File: config.mk
export PLATFORM = sky130hd
export DESIGN_NAME = asp_dev_flat
export DESIGN_NICKNAME = d
export VERILOG_FILES = /design/src/design/asp_pkg.sv /design/src/design/asp_if.sv /design/src/design/asp_dev.sv /design/src/flat_wrapper.sv
export VERILOG_INCLUDE_DIRS = /design/src /design/src/design
export SDC_FILE = /design/constraint.sdc
export NUM_CORES = 1
export LEC_CHECK = 0
export BUFFER_PORTS_ARGS = -buffer_cell sky130_fd_sc_hd__buf_2
export CORE_AREA = 2 2 92 94
export CTS_BUF_LIST = sky130_fd_sc_hd__clkbuf_16
export DETAILED_ROUTE_END_ITERATION = 8
export DIE_AREA = 0 0 94 96
export PLACE_DENSITY_LB_ADDON = 0.08
export SYNTH_ARGS = -nofsm -noshare
export SYNTH_HDL_FRONTEND = slang
export SYNTH_SLANG_ARGS = --single-unit
File: constraint.sdc
create_clock -name sys_clk_i -period 3.6 [get_ports sys_clk_i]
set_clock_uncertainty 0.1 [all_clocks]
set_input_delay 0.36 -clock sys_clk_i [delete_from_list [all_inputs] [get_ports sys_clk_i]]
set_output_delay 0.36 -clock sys_clk_i [all_outputs]
set_load 0.03 [all_outputs]
File: src/design/asp_cfg.svh
// constants for the converter serial port: field positions, reset values, timing counts
`ifndef ASP_CFG_SVH
`define ASP_CFG_SVH
// command byte layout
`define ASP_CMD_SEL_HI     7
`define ASP_CMD_SEL_LO     6
`define ASP_CMD_READ_BIT   5
// register selects
`define ASP_SEL_SETUP      2'h0
`define ASP_SEL_CLOCK      2'h1
`define ASP_SEL_DATA       2'h2
// setup register fields
`define ASP_SETUP_GAIN_HI  5
`define ASP_SETUP_GAIN_LO  3
`define ASP_SETUP_BIPOLAR  2
`define ASP_SETUP_BUF_ON   1
`define ASP_SETUP_RST      8'h02
// clock register fields
`define ASP_CLK_OSC_OFF    4
`define ASP_CLK_RANGE      2
`define ASP_CLK_RATE_HI    1
`define ASP_CLK_RATE_LO    0
`define ASP_CLK_RST        8'h04
`define ASP_DATA_RST       16'h0000
// offset binary flips the sign bit
`define ASP_OFFSET_FLIP    16'h8000
// synchroniser reset levels {osc, reset_n, din, cs_n, sclk}
`define ASP_SYNC_RST       5'h0b
// bit counts
`define ASP_CMD_BITS       5'd8
`define ASP_BYTE_BITS      5'd8
`define ASP_WORD_BITS      5'd16
// timing
`define ASP_SYS_CLK_HZ     10000000
`define ASP_SCLK_MAX_HZ    5000000
`define ASP_SCLK_MIN_HALF  ((`ASP_SYS_CLK_HZ + 2 * `ASP_SCLK_MAX_HZ - 1) / (2 * `ASP_SCLK_MAX_HZ))
`define ASP_SCLK_HALF      3'd4
`define ASP_SAMPLE_PH      3'd2
`define ASP_HOST_RST_CYC   3'd4
`endif

File: src/design/asp_pkg.sv
// types and shared decode for the converter serial port
`include "asp_cfg.svh"
package asp_pkg;
    typedef enum logic [2:0] {
        DEV_CMD   = 3'h1,
        DEV_WDATA = 3'h2,
        DEV_RDATA = 3'h4
    } asp_dev_state_t;

    typedef enum logic [4:0] {
        HST_IDLE = 5'h01,
        HST_LEAD = 5'h02,
        HST_LOW  = 5'h04,
        HST_HIGH = 5'h08,
        HST_TAIL = 5'h10
    } asp_hst_state_t;

    // data bits following a command byte
    function automatic logic [4:0] asp_data_bits(input logic [7:0] cmd);
        if (cmd[`ASP_CMD_SEL_HI:`ASP_CMD_SEL_LO] == `ASP_SEL_DATA && cmd[`ASP_CMD_READ_BIT])
            return `ASP_WORD_BITS;
        return `ASP_BYTE_BITS;
    endfunction : asp_data_bits
endpackage : asp_pkg

File: src/design/asp_if.sv
// serial port wires between converter and host
`timescale 1ns/100ps
interface asp_if;
    logic sclk;
    logic cs_n;
    logic din;
    logic dout;
    logic dout_oe_n;
    logic result_ready_n_n;
    logic reset_n;
    wire  dout_line;
    // released line reads high, as with a pull-up
    assign dout_line = dout_oe_n ? 1'b1 : dout;
    modport dev  (input sclk, cs_n, din, reset_n, dout_line, output dout, dout_oe_n, result_ready_n_n);
    modport host (output sclk, cs_n, din, reset_n, input dout_line, dout_oe_n, result_ready_n_n);
endinterface : asp_if

File: src/design/asp_dev.sv
// converter end of the serial port: shift logic, configuration, result ready, oscillator output
`timescale 1ns/100ps
`include "asp_cfg.svh"
module asp_dev
    import asp_pkg::*;
(
    input  wire logic        sys_clk_i,
    input  wire logic        rst_i,
    asp_if.dev               link,
    input  wire logic        osc_in_i,
    input  wire logic [15:0] raw_result_i,
    input  wire logic        raw_valid_i,
    output logic             osc_out_o,
    output logic             osc_out_oe_n_o,
    output logic [7:0]       gain_o,
    output logic             bipolar_o,
    output logic             buffer_on_o,
    output logic [9:0]       rate_hz_o
);
    logic [4:0]     sync1;
    logic [4:0]     sync2;
    logic           sclk_d;
    asp_dev_state_t state;
    asp_dev_state_t next_state;
    logic [4:0]     bit_cnt;
    logic [7:0]     cmd;
    logic [7:0]     shin;
    logic [15:0]    shout;
    logic [7:0]     setup;
    logic [7:0]     clkreg;
    logic [15:0]    data;
    logic           result_ready_n_n;
    logic           dout;
    logic           dout_oe_n;

    // filter notch per range and rate code
    function automatic logic [9:0] rate_decode(input logic range, input logic [1:0] code);
        logic [9:0] hz;
        hz = 10'd20;
        case ({range, code})
            3'h0: hz = 10'd20;
            3'h1: hz = 10'd25;
            3'h2: hz = 10'd100;
            3'h3: hz = 10'd200;
            3'h4: hz = 10'd50;
            3'h5: hz = 10'd60;
            3'h6: hz = 10'd250;
            default: hz = 10'd500;
        endcase
        return hz;
    endfunction : rate_decode

    // every pin from the host crosses two flops first
    wire [4:0] pins_in = {osc_in_i, link.reset_n, link.din, link.cs_n, link.sclk};
    genvar gi;
    generate
        for (gi = 0; gi < 5; gi++) begin : g_sync
            always_ff @(posedge sys_clk_i or posedge rst_i) begin
                if (rst_i) begin
                    sync1[gi] <= 1'(`ASP_SYNC_RST >> gi);
                    sync2[gi] <= 1'(`ASP_SYNC_RST >> gi);
                end else begin
                    sync1[gi] <= pins_in[gi];
                    sync2[gi] <= sync1[gi];
                end
            end
        end
    endgenerate

    // synchronised pins and decoded events
    wire       sclk_s    = sync2[0];
    wire       cs_n_s    = sync2[1];
    wire       din_s     = sync2[2];
    wire       soft_rst  = ~sync2[3];
    wire       osc_s     = sync2[4];
    wire       sclk_rise = sclk_s & ~sclk_d & ~cs_n_s;
    wire       sclk_fall = ~sclk_s & sclk_d & ~cs_n_s;
    wire [7:0] cmd_next  = {shin[6:0], din_s};
    wire [1:0] cmd_sel   = cmd_next[`ASP_CMD_SEL_HI:`ASP_CMD_SEL_LO];
    wire       cmd_done  = (state == DEV_CMD) && sclk_rise && (bit_cnt == `ASP_CMD_BITS - 5'd1);
    wire       cmd_read  = cmd_next[`ASP_CMD_READ_BIT];
    wire       wr_done   = (state == DEV_WDATA) && sclk_rise && (bit_cnt == `ASP_BYTE_BITS - 5'd1);
    wire [1:0] cur_sel   = cmd[`ASP_CMD_SEL_HI:`ASP_CMD_SEL_LO];
    wire       rd_done   = (state == DEV_RDATA) && sclk_rise && (bit_cnt == asp_data_bits(cmd) - 5'd1);
    wire       data_read = rd_done && (cur_sel == `ASP_SEL_DATA);
    wire [15:0] rd_word  = (cmd_sel == `ASP_SEL_DATA)  ? data :
                           (cmd_sel == `ASP_SEL_CLOCK) ? {clkreg, 8'h00} : {setup, 8'h00};
    wire [15:0] coded    = setup[`ASP_SETUP_BIPOLAR] ? (raw_result_i ^ `ASP_OFFSET_FLIP)
                                                     : raw_result_i;

    // transfer sequencing
    always_comb begin
        next_state = state;
        case (state)
            DEV_CMD: begin
                if (cmd_done)
                    next_state = cmd_read ? DEV_RDATA : DEV_WDATA;
            end
            DEV_WDATA: begin
                if (wr_done)
                    next_state = DEV_CMD;
            end
            DEV_RDATA: begin
                if (rd_done)
                    next_state = DEV_CMD;
            end
            default: next_state = DEV_CMD;
        endcase
        if (cs_n_s)
            next_state = DEV_CMD;
    end

    // state, counter and shift registers; raised select aborts a transfer
    always_ff @(posedge sys_clk_i or posedge rst_i) begin
        if (rst_i) begin
            state   <= DEV_CMD;
            sclk_d  <= 1'b1;
            bit_cnt <= 5'd0;
            cmd     <= 8'h00;
            shin    <= 8'h00;
            shout   <= 16'h0000;
        end else if (soft_rst) begin
            state   <= DEV_CMD;
            sclk_d  <= sclk_s;
            bit_cnt <= 5'd0;
            cmd     <= 8'h00;
            shin    <= 8'h00;
            shout   <= 16'h0000;
        end else begin
            state  <= next_state;
            sclk_d <= sclk_s;
            if (cs_n_s || cmd_done || wr_done || rd_done)
                bit_cnt <= 5'd0;
            else if (sclk_rise) // framing by bit count, so a tied-low select still works
                bit_cnt <= bit_cnt + 5'd1;
            if (sclk_rise)
                shin <= cmd_next;
            if (cmd_done)
                cmd <= cmd_next;
            if (cmd_done && cmd_read)
                shout <= rd_word;
            else if (sclk_fall && state == DEV_RDATA)
                shout <= {shout[14:0], 1'b0};
        end
    end

    // configuration and result registers
    always_ff @(posedge sys_clk_i or posedge rst_i) begin
        if (rst_i) begin
            setup  <= `ASP_SETUP_RST;
            clkreg <= `ASP_CLK_RST;
            data   <= `ASP_DATA_RST;
        end else if (soft_rst) begin
            setup  <= `ASP_SETUP_RST;
            clkreg <= `ASP_CLK_RST;
            data   <= `ASP_DATA_RST;
        end else begin
            if (wr_done && cur_sel == `ASP_SEL_SETUP)
                setup <= cmd_next;
            if (wr_done && cur_sel == `ASP_SEL_CLOCK)
                clkreg <= cmd_next;
            if (raw_valid_i)
                data <= coded;
        end
    end

    // ready flag: a new result wins over a finishing read in the same cycle
    always_ff @(posedge sys_clk_i or posedge rst_i) begin
        if (rst_i)
            result_ready_n_n <= 1'b1;
        else if (soft_rst)
            result_ready_n_n <= 1'b1;
        else if (raw_valid_i)
            result_ready_n_n <= 1'b0;
        else if (data_read)
            result_ready_n_n <= 1'b1;
    end

    // serial output line; bit moves only on a falling edge, and is cleared to 0 on deselect or pin reset
    always_ff @(posedge sys_clk_i or posedge rst_i) begin
        if (rst_i) begin
            dout      <= 1'b0;
            dout_oe_n <= 1'b1;
        end else begin
            dout_oe_n <= cs_n_s | soft_rst;
            if (soft_rst || cs_n_s)
                dout <= 1'b0;
            else if (sclk_fall && state == DEV_RDATA)
                dout <= shout[15];
        end
    end

    // oscillator output and decoded settings; registered so every output is a flop
    always_ff @(posedge sys_clk_i or posedge rst_i) begin
        if (rst_i) begin
            osc_out_o      <= 1'b0;
            osc_out_oe_n_o <= 1'b1;
            gain_o         <= 8'h01;
            bipolar_o      <= 1'b0;
            buffer_on_o    <= 1'b0;
            rate_hz_o      <= 10'd20;
        end else begin
            osc_out_oe_n_o <= clkreg[`ASP_CLK_OSC_OFF];
            osc_out_o      <= ~osc_s & ~clkreg[`ASP_CLK_OSC_OFF];
            gain_o         <= 8'h01 << setup[`ASP_SETUP_GAIN_HI:`ASP_SETUP_GAIN_LO];
            bipolar_o      <= setup[`ASP_SETUP_BIPOLAR];
            buffer_on_o    <= setup[`ASP_SETUP_BUF_ON];
            rate_hz_o      <= rate_decode(clkreg[`ASP_CLK_RANGE],
                                          clkreg[`ASP_CLK_RATE_HI:`ASP_CLK_RATE_LO]);
        end
    end

    // pin drivers
    assign link.dout      = dout;
    assign link.dout_oe_n = dout_oe_n;
    assign link.result_ready_n_n    = result_ready_n_n;
endmodule : asp_dev

File: src/flat_wrapper.sv
// flat-port wrapper written by rule: the top's interface ports become plain ports
module asp_dev_flat import asp_pkg::*;
  (sys_clk_i, rst_i, osc_in_i, raw_result_i, raw_valid_i, osc_out_o, osc_out_oe_n_o, gain_o, bipolar_o, buffer_on_o, rate_hz_o, link_sclk, link_cs_n, link_din, link_reset_n, link_dout, link_dout_oe_n, link_result_ready_n_n);
  asp_if link_i ();
  input  wire logic sys_clk_i;
  input  wire logic rst_i;
  input  wire logic osc_in_i;
  input  wire logic [15:0] raw_result_i;
  input  wire logic raw_valid_i;
  output logic osc_out_o;
  output logic osc_out_oe_n_o;
  output logic [7:0] gain_o;
  output logic bipolar_o;
  output logic buffer_on_o;
  output logic [9:0] rate_hz_o;
  input wire logic [$bits(link_i.sclk)-1:0] link_sclk;
  input wire logic [$bits(link_i.cs_n)-1:0] link_cs_n;
  input wire logic [$bits(link_i.din)-1:0] link_din;
  input wire logic [$bits(link_i.reset_n)-1:0] link_reset_n;
  output wire logic [$bits(link_i.dout)-1:0] link_dout;
  output wire logic [$bits(link_i.dout_oe_n)-1:0] link_dout_oe_n;
  output wire logic [$bits(link_i.result_ready_n_n)-1:0] link_result_ready_n_n;
  assign link_i.sclk = link_sclk;
  assign link_i.cs_n = link_cs_n;
  assign link_i.din = link_din;
  assign link_i.reset_n = link_reset_n;
  assign link_dout = link_i.dout;
  assign link_dout_oe_n = link_i.dout_oe_n;
  assign link_result_ready_n_n = link_i.result_ready_n_n;
  asp_dev u_core (.sys_clk_i(sys_clk_i), .rst_i(rst_i), .link(link_i), .osc_in_i(osc_in_i), .raw_result_i(raw_result_i), .raw_valid_i(raw_valid_i), .osc_out_o(osc_out_o), .osc_out_oe_n_o(osc_out_oe_n_o), .gain_o(gain_o), .bipolar_o(bipolar_o), .buffer_on_o(buffer_on_o), .rate_hz_o(rate_hz_o));
endmodule
; After elaboration in Yosys (flattened, before gate mapping)
; Index checks and enable logic that the tools add are counted.
[op_classes]
n_shift = 1
bitwise = 13
muxes = 35
n_reduce_logical = 20
magnitude_cmp = 0
multipliers = 0
eq_ne = 26
div_mod_pow = 0
addsub = 2
[op_table]
columns = op, count
row1 = two-way mux 16 bit, 8
row2 = one-hot mux 9 bit (7 select lines), 1
row3 = two-way mux 8 bit, 6
row4 = two-way mux 5 bit, 5
row5 = two-way mux 3 bit, 6
row6 = two-way mux 7 bit, 2
row7 = == test 3 bit (second input constant), 4
row8 = logical AND 1 bit, 12
row9 = inequality test 4 bit (second input constant), 3
row10 = inequality test 2 bit (second input constant), 5
row11 = == test 3 x 2 -> 1 bit (second input constant), 3
row12 = inequality test 3 bit (second input constant), 3
row13 = one-hot mux 3 bit (3 select lines), 1
row14 = << shifter 1 x 3 -> 8 bit (first input constant), 1
row15 = NOT 1 bit, 7
row16 = == test 3 x 1 -> 1 bit (second input constant), 2
row17 = two-way mux 1 bit, 6
row18 = adder 5 x 1 -> 5 bit (second input constant), 1
row19 = AND 1 bit, 5
row20 = == test 5 x 3 -> 1 bit (second input constant), 1
row21 = == test 5 bit, 1
row22 = subtractor 5 x 1 -> 5 bit (second input constant), 1
row23 = == test 2 x 1 -> 1 bit (second input constant), 2
row24 = == test 2 bit (second input constant), 2
row25 = other kinds (6), 9
[word_totals]
romBits = 0
latchBits = 0
register_bits = 106
in_bits = 24
ramBits = 0
n_memories = 0

; Depth between registers and ports, before layout
; Gate-level depths: netlist of the first run.
[depth]
ltp_word = 11
ltp_mapped = 7
ltp_nobuf = 5

; Worst setup path before layout of the first run
; OpenSTA, ideal clock, no wires.
[synth_path]
path_type = register to register
startpoint = reg u_core.sync2[0] (netlist: u_core.sclk_s)
endpoint = reg u_core.state[0]
slack_ns = 1.508
period_less_slack_ns = 2.092
arrival_time_ns = 1.914
stages_incl_launch_ff = 5
path_cell_list = dfstp_2 or3b_1 or3_4 or4_1 and3_1
[synth_via]
elab_chain_len = 6
word_cells_on_any_way = 12
classes_between = 3 x eq/ne / 2 x bitwise / 7 x reduce/logical
[synth_lines]
columns = element, line
row1 = "start, declared", asp_dev.sv:21  ; logic [4:0] sync2;
row2 = "start signal, assigned by index", asp_dev.sv:61  ; sync2[gi] <= 1'(`ASP_SYNC_RST >> gi);
row3 = "start signal, assigned by index", asp_dev.sv:64  ; sync2[gi] <= sync1[gi];
row4 = AND 1 bit (*) (2 in a row), asp_dev.sv:76  ; wire sclk_rise = sclk_s & ~sclk_d & ~cs_n_s;
row5 = "logical AND 1 bit, on equally long branches (2 in a row)", "asp_dev.sv:80, asp_dev.sv:82, asp_dev.sv:84"
row6 = inequality test 4 bit (no source line), -
row7 = AND reduction 3 bit (no source line) (*), -
row8 = "end signal, assigned", asp_dev.sv:130  ; state <= next_state;
row9 = "end, declared", asp_dev.sv:23  ; asp_dev_state_t state;
; Every way passes the cells marked *; elsewhere a longest branch is shown, timed or not.
; A chain may end at the register's enable or synchronous reset.

; Worst setup path after layout of the first run
[layout_path]
startpoint = reg u_core.sync2[0] (netlist: u_core.sclk_s)
endpoint = reg u_core.shout[12]
[layout_via]
elab_chain_len = 7
word_cells_on_any_way = 12
classes_between = 1 x eq/ne / 2 x mux / 5 x bitwise / 4 x reduce/logical
[layout_lines]
columns = element, line
row1 = AND 1 bit (2 in a row), asp_dev.sv:76
row2 = logical AND 1 bit (2 in a row), asp_dev.sv:80  ; wire cmd_done = (state == DEV_CMD) && sclk_rise && (bit_cnt == `ASP_CMD_BITS - 5'd1);
row3 = logical AND 1 bit, asp_dev.sv:140  ; if (cmd_done && cmd_read)
row4 = two-way mux 16 bit, asp_dev.sv:140
row5 = two-way mux 16 bit, asp_dev.sv:122  ; end else if (soft_rst) begin
row6 = "end signal, assigned", asp_dev.sv:141  ; shout <= rd_word;
row7 = "end signal, assigned", asp_dev.sv:143  ; shout <= {shout[14:0], 1'b0};
row8 = "end, declared", asp_dev.sv:28  ; logic [15:0] shout;
; Parallel ways exist; a longest one is shown, timed or not.

==> key figures, run 1 <==
Status
  – Status: finished clean

Floorplan
  – Die extent in x: 94 um
  – Die Y: 96 um
  – # IOs: 49
  – Starting Density: 56.0%
  – Area of the core: 0.00805 mm^2
  – Die area: 0.00902 mm^2
  – Rows: 33

Timing
  – # setup viols final: 0
  – Setup Total Neg Slack: 0 ps
  – RSZ-0062 raised after global routing: false
  – Max Slew Vio Count: 0
  – Crit share post-route: 68.5%
  – Max Freq: 405 MHz
  – Post-layout min period: 2470 ps
  – Endpoints failing hold: 0
  – Worst slew pin tran: 786 ps
  – Relative slew slack: 47.2%

Routing
  – Via density: 5.32
  – Iter 0 DRT Violations: 205
  – Routed Wire Length: 8200 um
  – Wire length per cell: 15.3 um
  – Via Count: 2,858
  – Routed Antenna Nets: 0
  – TritonRoute pass-1 iters: 4
  – # DRC: 0

Yosys
  – Ys Warns: 0
  – Post-synth EDFFs: 0
  – Seq/Total Area, Yosys: 56.5%
  – #FFs+latches synth: 101
  – Synthesized netlist cell count: 392
  – Syn nets: 417
  – Synth unique cells: 48
  – Top FF cell, synth: dfrtp_1
  – Mapped Area: 0.00451 mm^2
  – Synthesized area per cell: 11.5 um^2
  – Post-synth ARST share: 100%

CTS
  – Postcts setup bufs: 0
  – # clock sinks: 101
  – CTS Buffer Depth: 2
  – CTS Buf Count: 9
  – CTS tree: done
  – Clock transition at path regs: 70 ps
  – Worst skew pair latency: 340 ps
  – CTS HTree Levels: 3
  – Clock root cell: clkbuf_16
  – Post_cts resized: 0

Setup path
  – Reg-to-reg setup timing slack: 1130 ps
  – Reg2reg start: u_core.sclk_s$_DFF_PP1_
  – CP top delay family: simple AND/OR/NAND/NOR gates
  – Worst R2R Path Depth: 4
  – Worst endpoint required time: 3700 ps
  – CP Capture Type: register
  – CP arrival: 2570 ps
  – Worst Path Max Fanout: 33
  – CP peak stage delay: 740 ps
  – Crit start category: register
  – Worst path buffer plus inverter count: 0
  – Crit-path cells: or3b_1 > or4_4 > o31ai_1 > a21oi_1
  – CP Class: reg2reg
  – CP max stage cell: or4_4
  – RR Endpoint: u_core.shout[12]$_DFFE_PP0P_

Power
  – Sw Share: 23.2%
  – VDD IR-drop max: 0.000296 V
  – Power share of the clock group: 41.8%
  – Comb pwr share: 4.6%
  – Sequential Power Share: 53.6%
  – Switching power: 0.000506 W
  – P per Cell Area: 430 mW/mm^2
  – Internal: 0.00167 W
  – P_leak: 2.39 nW

Place
  – RePlAce Congestion: 0.788
  – Placement Cell Area: 0.00476 mm^2
  – IO buf count: 47
  – Dpl hpwl: 5350 um

Layout
  – N_diodes: 0
  – Final Instance Area: 0.00506 mm^2
  – Post-Route Utilization: 62.9%
  – Layout area overhead: 12.4%
  – Share of cells above drive strength 1: 20.8%
  – Layout net count: 452

Global routing
  – Vias in the first global route: 2,759
  – GR Util All Layers: 19.8%
  – Total gr overflow: 0
  – Antenna violations before repair: 0
  – Largest net degree at the start of global routing: 70
  – First-pass GRT wire length: 13,800 um

Flow run
  – MaxCap Viol Count: 0

Worst hold path
  – Hold crit path type: in2async
[kinds of logic (layout without fill, tap and decap cells)]
| group | count (synthesis) | after routing | share of synthesized area [%] |
|---|---|---|---|
| simple gates | 126 | 126 | 15.7 |
| flops | 101 | 101 | 56.5 |
| mux | 65 | 65 | 14.4 |
| compound gates | 56 | 56 | 7.72 |
| buf+inv | 34 | 74 | 3.66 |
| xor+xnor | 8 | 8 | 1.55 |
| fa+ha+maj | 1 | 1 | 0.278 |
| other cells | 1 | 1 | 0.0832 |
[cells in the mapped netlist (all sizes together) (5+ instances only)]
cell type | count | area, um^2
a21oi | 15 | 75.1
clkbuf | 20 | 75.1
dfstp | 16 | 420
nor2b | 26 | 163
and2 | 10 | 62.6
o21ai | 16 | 80.1
nor2 | 9 | 33.8
nor3b | 5 | 37.5
a21boi | 9 | 67.6
mux2i | 65 | 651
buf | 10 | 75.1
nand3 | 6 | 35.0
dfrtp | 85 | 2130
nor3 | 5 | 25.0
xnor2 | 5 | 43.8
nand2 | 43 | 161
[repair_timing]
| item | CTS | global route |
|---|---|---|
| setup endpoints to repair | 0 | 0 |
| endpoints found under the hold margin | 0 | 2 |
| hold buffers | 0 | 2 |
[worst max path at each step]
stage,cells after the start,slack (ps),endpoint,startpoint
floorplan,1,520,u_core.bipolar_o$_DFF_PP0_,rst_i
global placement,4,1210,u_core.shout[13]$_DFFE_PP0P_,u_core.sclk_s$_DFF_PP1_
CTS,4,1130,u_core.shout[11]$_DFFE_PP0P_,u_core.sclk_s$_DFF_PP1_
detailed placement,4,1150,u_core.shout[12]$_DFFE_PP0P_,u_core.sclk_s$_DFF_PP1_
finish,4,1130,u_core.shout[12]$_DFFE_PP0P_,u_core.sclk_s$_DFF_PP1_
global route,4,1050,u_core.shout[12]$_DFFE_PP0P_,u_core.sclk_s$_DFF_PP1_
[worst reg2reg max path: cells and delay by family, from the launching register on]
family / cells / cell delay, ps
and+or+nand+nor: 2 / 1290
DFF: 1 / 550
AOI/OAI and AO/OA: 2 / 400
[per-stage QoR]
stage	worst slack [ps]	hold slack (ps)	instances	power [W]
finish	1130	5.91	537	0.00218
global route	1050	6.63	537	0.00228
CTS	1130	4.82	535	0.00220
detailed placement	1150	241	519	0.00129
global placement	1210	232	519	0.00129
floorplan	519	231	392	0.00126
[layout by cell type (no fill, tap or decap), drive strengths merged, types with 2 or more instances in the layout]
cell,count
o211ai,2
nor2b,26
a21oi,15
nor3b,5
o31ai,3
a211oi,2
a21o,3
nand2,43
and2,10
dlygate4sd3,2
or4b,2
inv,7
nand2b,3
a21boi,9
and3b,3
and3,2
xor2,3
nand3,6
nand4,3
clkbuf,9
buf,52
nand3b,2
or4,3
o21ai,16
nor3,5
dfrtp,85
dfstp,16
mux2i,65
nor2,9
xnor2,5
clkinv,4
a22o,3
[cell type report]
class / instances / area (um^2)
Inverter: 4 / 17.5
Sequential cell: 101 / 2550
Multi-Input combinational cell: 257 / 1790
Clock buffer: 9 / 225
Clock inverter: 7 / 56.3
Tap cell: 105 / 131
Timing Repair Buffer: 54 / 293
Fill cell: 677 / 2990
[power groups by stage]
stage,registers [W],clock network [W],logic [W]
2_1_floorplan,0.00119,0,0.0000665
3_3_place_gp,0.00119,0,0.0000996
3_5_place_dp,0.00119,0,0.000101
4_1_cts,0.00117,0.000934,0.000101
5_1_grt,0.00117,0.000992,0.000113
6_report,0.00117,0.000912,0.000100
[metal layers]
layer | wire length, um | part of all wire (%) | vias up | GRT usage (%)
met5 | 0 | 0 | - | 0
met4 | 113 | 1.4 | 0 | 7.73
met3 | 200 | 2.4 | 10 | 3.76
met2 | 3850 | 47 | 40 | 31.1
met1 | 4040 | 49 | 1391 | 27.4
li1 | - | - | 1417 | -
[registers in the layout, indices dropped and copies added (netlist names), 3 cells and up]
signal	flops
u_core.bit_cnt	5
u_core.clkreg	8
u_core.cmd	3
u_core.data	16
u_core.gain_o	8
u_core.rate_hz_o	9
u_core.setup	8
u_core.shin	7
u_core.shout	16
u_core.state	3
u_core.sync1	5
Note: power is estimated with default switching activity, not from simulation.
==> inputs of run 2 (changes only) <==
Settings changed: CORE_AREA 2 2 92 94 to 2 2 96 98, DIE_AREA 0 0 94 96 to 0 0 98 100.
Clock period 3.6 ns to 2.21 ns, I/O delays scaled along.
==> key figures, run 2 (synthesis results as in run 1) <==
Status
  – Status: finished clean

Global routing
  – Largest net degree at the start of global routing: 70 (unchanged)
  – GR Util All Layers: 19.0% (-0.80 points)
  – Total gr overflow: 0 (unchanged)
  – Antenna violations before repair: 0 (unchanged)
  – First-pass GRT wire length: 14,600 um (+6.2%)
  – Vias in the first global route: 2,879 (+4.3%)

Timing
  – Worst slew pin tran: 684 ps (-102 ps)
  – Post-layout min period: 2190 ps (-274 ps)
  – Relative slew slack: 54.3% (+7.1 points)
  – Max Freq: 456 MHz (+13%)
  – # setup viols final: 0 (unchanged)
  – Worst Setup Slack, final: 16.7 ps (-1120 ps)
  – Setup Total Neg Slack: 0 ps (unchanged)
  – Max Slew Vio Count: 0 (unchanged)
  – Crit share post-route: 99.2% (+31 points)
  – RSZ-0062 raised after global routing: true
  – Worst hold slack: 39.2 ps (+33.3 ps)
  – Endpoints failing hold: 0 (unchanged)

Setup path
  – CP max stage cell: dfstp_2
  – Worst Path Max Fanout: 13 (-61%)
  – Worst endpoint required time: 2340 ps (-1360 ps)
  – Crit start category: register
  – CP Class: reg2reg
  – Reg-to-reg setup timing slack: 20 ps (-1120 ps)
  – Crit-path cells: or4b_4 > or4_4 > buf_12 > o21ai_2 > a21oi_1
  – CP Capture Type: register
  – Reg2reg start: u_core.state[0]$_DFFE_PP1P_
  – Worst R2R Path Depth: 5 (+1)
  – RR Endpoint: u_core.shout[8]$_DFFE_PP0P_
  – CP arrival: 2320 ps (-250 ps)
  – CP peak stage delay: 570 ps (-170 ps)
  – Crit path from: u_core.state[0]$_DFFE_PP1P_

Power
  – VDD IR-drop max: 0.000430 V (+45%)
  – P_leak: 2.53 nW (+6.1%)
  – Sw Share: 23.2% (-0.036 points)
  – Sequential Power Share: 51.0% (-2.6 points)
  – Comb pwr share: 4.9% (+0.3 points)
  – Switching power: 0.000864 W (+71%)
  – P per Cell Area: 693 mW/mm^2 (+61%)
  – Power share of the clock group: 44.1% (+2.3 points)
  – Internal: 0.00287 W (+71%)

CTS
  – CTS Buffer Depth: 2 (unchanged)
  – CTS HTree Levels: 3 (unchanged)
  – Worst skew pair latency: 340 ps (about the same)
  – # clock sinks: 101 (unchanged)
  – CTS Buf Count: 9 (unchanged)
  – Clock root cell: clkbuf_16
  – CTS tree: done
  – Clock transition at path regs: 80 ps (about the same)

Routing
  – # DRC: 0 (unchanged)
  – Routed Wire Length: 8950 um (+9.2%)
  – Iter 0 DRT Violations: 130 (-37%)
  – Via Count: 3,007 (+5.2%)
  – TritonRoute pass-1 iters: 4 (unchanged)
  – Via density: 5.30 (-0.35%)
  – Wire length per cell: 15.8 um (+3.4%)
  – Routed Antenna Nets: 0 (unchanged)

Layout
  – Layout area overhead: 19.4%
  – Combined area of the multi-input logic cells: 0.00183 mm^2 (+2.0%)
  – Share of cells above drive strength 1: 24.8% (+3.9 points)
  – Leading cell type in the layout, fill and taps excluded: dfrtp_1
  – Post-Layout Cell Count: 567 (+5.6%)
  – Largest registers: u_core.data: 16 flops, u_core.shout: 16 flops, u_core.rate_hz_o: 9 flops
  – Layout filler cell count: 756 (+12%)
  – FF/Latch Area: 0.00255 mm^2 (unchanged)
  – N_diodes: 0 (unchanged)
  – Most frequent cells in the layout: 85 x dfrtp_1, 65 x mux2i_1, 47 x buf_2
  – Final Instance Area: 0.00538 mm^2 (+6.2%)
  – Layout net count: 476 (+5.3%)

Floorplan
  – Die extent in x: 98 um (+4.3%)
  – Die Y: 100 um (+4.2%)
  – Starting Density: 50.7% (-5.3 points)
  – # IOs: 49 (unchanged)
  – Rows: 35 (+6.1%)
  – Die area: 0.00980 mm^2 (+8.6%)
  – Area of the core: 0.00889 mm^2 (+10%)

Place
  – Place WS: 39.3 ps (-1110 ps)
  – Placed cells: 540 (+4.0%)
  – Placement Cell Area: 0.00492 mm^2 (+3.3%)
  – IO buf count: 47 (unchanged)
  – RePlAce Congestion: 0.833 (+5.7%)
  – Dpl hpwl: 5820 um (+8.8%)

Worst hold path
  – Hold Path Stages: 3
  – HP Start: raw_result_i[4]
  – Worst hold endpoint: u_core.data[4]$_DFFE_PP0P_
  – Hold crit path type: in2reg

Flow run
  – MaxCap Viol Count: 0 (unchanged)
-- run 2: worst max-delay path by stage --
stage	end	slack (ps)	cells past startpoint
floorplan	u_core.state[0]$_DFFE_PP1P_	120	4
global placement	u_core.shout[5]$_DFFE_PP0P_	80	5
detailed placement	u_core.shout[8]$_DFFE_PP0P_	40	5
CTS	u_core.shout[8]$_DFFE_PP0P_	3	5
global route	u_core.state[2]$_DFFE_PP0P_	-40	4
finish	u_core.shout[8]$_DFFE_PP0P_	20	5
-- run 2: critical path: cells and delay by family (launching register included) --
kind,cells,cell delay (ps)
AOI/OAI and AO/OA,2,210
DFF,1,570
buffers and inverters,1,180
and+or+nand+nor,2,1020
-- run 2: final cells by class --
class,instances,area share (%)
Timing Repair Buffer,77,9.93
Tap cell,111,2.58
Inverter,4,0.349
Multi-Input combinational cell,258,34.0
Clock inverter,7,1.63
Clock buffer,9,4.19
Sequential cell,101,47.3
-- run 2: per-stage QoR --
step | util, % | power [W]
global placement | 55.4 | 0.00211
detailed placement | 55.4 | 0.00212
CTS | 59.6 | 0.00377
global route | 60.5 | 0.00388
finish | 60.5 | 0.00373
floorplan | - | 0.00205
-- run 2: metal layers --
layer	up-vias	track usage, %	wire [um]
li1	1461	-	-
met1	1480	26.8	4240
met2	57	29.6	4240
met3	9	4.25	359
met4	0	5.98	114
met5	-	0	0
-- run 2: timing repair --
item	CTS	global route
hold buffers	6	0
pin swaps	0	3
setup endpoints to repair	1	32
gates resized for setup	1	5
hold endpoints to repair	23	0
buffers inserted	0	3
gates cloned	0	2
-- run 2: power by group through the flow --
stage          registers (W)  logic, W  clock network [W]
6_report             0.00190  0.000183            0.00164
2_1_floorplan        0.00194  0.000109                  0
4_1_cts              0.00190  0.000187            0.00168
3_3_place_gp         0.00194  0.000174                  0
3_5_place_dp         0.00194  0.000177                  0
5_1_grt              0.00191  0.000208            0.00177
==> inputs of run 3 (changes only) <==
Settings changed: ABC_AREA set to 1, CORE_AREA 2 2 96 98 to 3 3 96 98, DIE_AREA 0 0 98 100 to 0 0 99 101.
==> key figures, run 3 <==
CTS
  – # clock sinks: 101 (unchanged)
  – CTS Buf Count: 9 (unchanged)
  – Postcts setup bufs: 0 (unchanged)
  – CTS tree: done
  – Hold Buf Count CTS: 20 (+14)
  – CTS Buffer Depth: 2 (unchanged)
  – Post_cts resized: 0 (-1)
  – Clock transition at path regs: 70 ps (about the same)
  – CTS HTree Levels: 3 (unchanged)
  – Clock root cell: clkbuf_16
  – Worst skew pair latency: 340 ps (about the same)

Layout
  – Combined area of the multi-input logic cells: 0.00148 mm^2 (-19%)
  – FF/Latch Area: 0.00255 mm^2 (unchanged)
  – Most frequent cells in the layout: 146 x nand2_1, 85 x dfrtp_1, 47 x buf_2
  – Largest registers: u_core.data: 16 flops, u_core.shout: 16 flops, u_core.rate_hz_o: 9 flops
  – Layout net count: 583 (+22%)
  – Share of cells above drive strength 1: 19.4% (-5.4 points)
  – Layout area overhead: 19.2%
  – N_diodes: 0 (unchanged)
  – Layout filler cell count: 753 (-0.40%)
  – Leading cell type in the layout, fill and taps excluded: nand2_1

Setup path
  – Crit-path cells: nand3_2 > nor2_2 > nand2_2 > nor2_2 > nand2_2 > nand3_1 > nand2_1
  – CP Capture Type: register
  – Worst path buffer plus inverter count: 0 (-1)
  – CP arrival: 2010 ps (-310 ps)
  – Worst Path Max Fanout: 16 (+3)
  – Worst endpoint required time: 2340 ps (about the same)
  – CP peak stage delay: 550 ps (-20 ps)
  – CP top delay family: simple AND/OR/NAND/NOR gates
  – Worst R2R Path Depth: 7 (+2)
  – CP max stage cell: dfstp_2
  – Reg-to-reg setup timing slack: 330 ps (+310 ps)
  – Crit start category: register
  – Reg2reg start: u_core.sclk_s$_DFF_PP1_
  – CP Class: reg2reg
  – RR Endpoint: u_core.shout[5]$_DFFE_PP0P_

Floorplan
  – Area of the core: 0.00855 mm^2 (-3.8%)
  – Die area: 0.0100 mm^2 (+2.0%)
  – Rows: 34 (-2.9%)
  – Die Y: 101 um (+1.0%)
  – # IOs: 49 (unchanged)
  – Die extent in x: 99 um (+1.0%)
  – Starting Density: 50.7% (about the same)

Power
  – Internal: 0.00277 W (-3.5%)
  – VDD IR-drop max: 0.000375 V (-13%)
  – Design Power: 0.00364 W (-2.3%)
  – Sequential Power Share: 52.6% (+1.6 points)
  – Sw Share: 24.1% (+0.96 points)
  – Comb pwr share: 5.7% (+0.8 points)
  – Power share of the clock group: 41.7% (-2.4 points)
  – P per Cell Area: 705 mW/mm^2 (+1.7%)
  – Switching power: 0.000879 W (+1.7%)
  – P_leak: 2.53 nW (about the same)

Routing
  – # DRC: 0 (unchanged)
  – Routed Wire Length: 9390 um (+4.9%)
  – Iter 0 DRT Violations: 132 (+1.5%)
  – Via Count: 3,368 (+12%)
  – Routed Antenna Nets: 0 (unchanged)
  – Wire length per cell: 14.0 um (-11%)
  – Via density: 5.02 (-5.4%)
  – TritonRoute pass-1 iters: 4 (unchanged)

Timing
  – Crit share post-route: 85.0% (-14 points)
  – Endpoints failing hold: 0 (unchanged)
  – Max Slew Vio Count: 0 (unchanged)
  – Worst slew pin tran: 585 ps (-99.0 ps)
  – Relative slew slack: 61.0% (+6.7 points)
  – Setup Total Neg Slack: 0 ps (unchanged)
  – RSZ-0062 raised after global routing: false
  – # setup viols final: 0 (unchanged)
  – Post-layout min period: 1880 ps (-314 ps)
  – Max Freq: 532 MHz (+17%)

Yosys
  – Post-synth EDFFs: 0 (unchanged)
  – Seq/Total Area, Yosys: 58.7% (+2.2 points)
  – Synth top cells by count: 146 x nand2_1, 85 x dfrtp_1, 45 x inv_1
  – Post-synth ARST share: 100% (unchanged)
  – #FFs+latches synth: 101 (unchanged)
  – Syn nets: 515 (+24%)
  – Synth unique cells: 31 (-35%)
  – Top FF cell, synth: dfrtp_1
  – Cell type with the largest total area after synthesis: dfrtp_1
  – Ys Warns: 0 (unchanged)
  – Mapped Area: 0.00434 mm^2 (-3.8%)
  – Synthesized netlist cell count: 490 (+25%)
  – Post-synth top area share: 49.0% (+1.9 points)
  – Synthesized area per cell: 8.85 um^2 (-23%)
  – Cell with the most instances after synthesis: nand2_1
  – Ranking of synthesized cells by area: dfrtp_1 49%, nand2_1 13%, dfstp_2 9.7%

Place
  – IO buf count: 47 (unchanged)
  – RePlAce Congestion: 0.895 (+7.4%)
  – Dpl hpwl: 6380 um (+9.7%)

Worst hold path
  – Hold crit path type: in2reg
  – Worst hold endpoint: u_core.data[10]$_DFFE_PP0P_
  – Hold Path Stages: 3 (unchanged)
  – HP Start: raw_result_i[10]

Global routing
  – Total gr overflow: 0 (unchanged)
  – Antenna violations before repair: 0 (unchanged)
  – Largest net degree at the start of global routing: 51 (-27%)
  – First-pass GRT wire length: 15,900 um (+9.0%)
  – GR Util All Layers: 20.1% (+1.1 points)
  – Vias in the first global route: 3,313 (+15%)

Status
  – Status: finished clean

Flow run
  – MaxCap Viol Count: 0 (unchanged)
[run 3: cell types whose count changed after synthesis, moves of 20 or more]
cell     before  now
o21ai_0       4   40
nor2_1        9   29
nand2_1      43  146
nand3_1       5   39
nor2b_1      26    0
mux2i_1      65    0
inv_1         3   45
[run 3: per-stage QoR]
stage / worst slack [ps] / hold slack (ps) / instance area (um^2) / instances / util [%]
after detailed placement: 356 / 47.8 / 4670 / 635 / 54.7
after floorplan: 585 / 125 / 4340 / 490 / -
after global placement: 414 / 48.4 / 4670 / 635 / 54.7
final: 331 / 4.94 / 5170 / 671 / 60.4
after CTS: 324 / 4.02 / 5170 / 671 / 60.4
after global routing: 123 / 46.3 / 5170 / 671 / 60.4
[run 3: worst max path at each step]
stage / cells after the start / from / slack, ps / endpoint
global route: 7 / u_core.sclk_s$_DFF_PP1_ / 120 / u_core.shout[5]$_DFFE_PP0P_
global placement: 7 / u_core.sclk_s$_DFF_PP1_ / 410 / u_core.clkreg[2]$_DFFE_PP1P_
floorplan: 9 / u_core.bit_cnt[0]$_DFFE_PP0P_ / 580 / u_core.shout[1]$_DFFE_PP0P_
finish: 7 / u_core.sclk_s$_DFF_PP1_ / 330 / u_core.shout[5]$_DFFE_PP0P_
detailed placement: 7 / u_core.sclk_s$_DFF_PP1_ / 360 / u_core.shout[11]$_DFFE_PP0P_
CTS: 7 / u_core.sclk_s$_DFF_PP1_ / 320 / u_core.shout[5]$_DFFE_PP0P_
[run 3: cells by family after synthesis]
group / count (synthesis) / share of synthesized area, %
buf+inv: 69 / 7.04
flops: 101 / 58.7
xor+xnor: 5 / 1.01
simple gates: 247 / 24.6
fa+ha+maj: 1 / 0.288
other cells: 1 / 0.0865
compound gates: 66 / 8.25
[run 3: tightest hold or removal path, cell delays in order]
cell     delay [ps]
buf_2            70
nand2_1          40
o21ai_0          70
[run 3: metal layers]
layer	global-route usage [%]	vias up	wire length [um]	part of all wire, %
li1	-	1710	-	-
met4	5.57	0	81	0.86
met1	27.9	1600	4430	47
met5	0	-	0	0
met3	4.91	6	287	3.1
met2	31.7	52	4590	49
[run 3: power groups by stage]
stage                     Combinational [W]  Clock [W]  Sequential (W)
after floorplan                    0.000110          0         0.00196
after global placement             0.000179          0         0.00195
after detailed placement           0.000183          0         0.00195
after CTS                          0.000210    0.00157         0.00192
after global routing               0.000234    0.00164         0.00192
final                              0.000208    0.00152         0.00192
[run 3: layout make-up]
type / instances / share of cell area (%)
flip-flops and latches: 101 / 49.3
multi-input cells: 320 / 28.7
repair buffers: 76 / 9.97
clock buffers: 9 / 4.36
inverters: 50 / 3.70
well taps: 108 / 2.61
clock inverters: 7 / 1.36
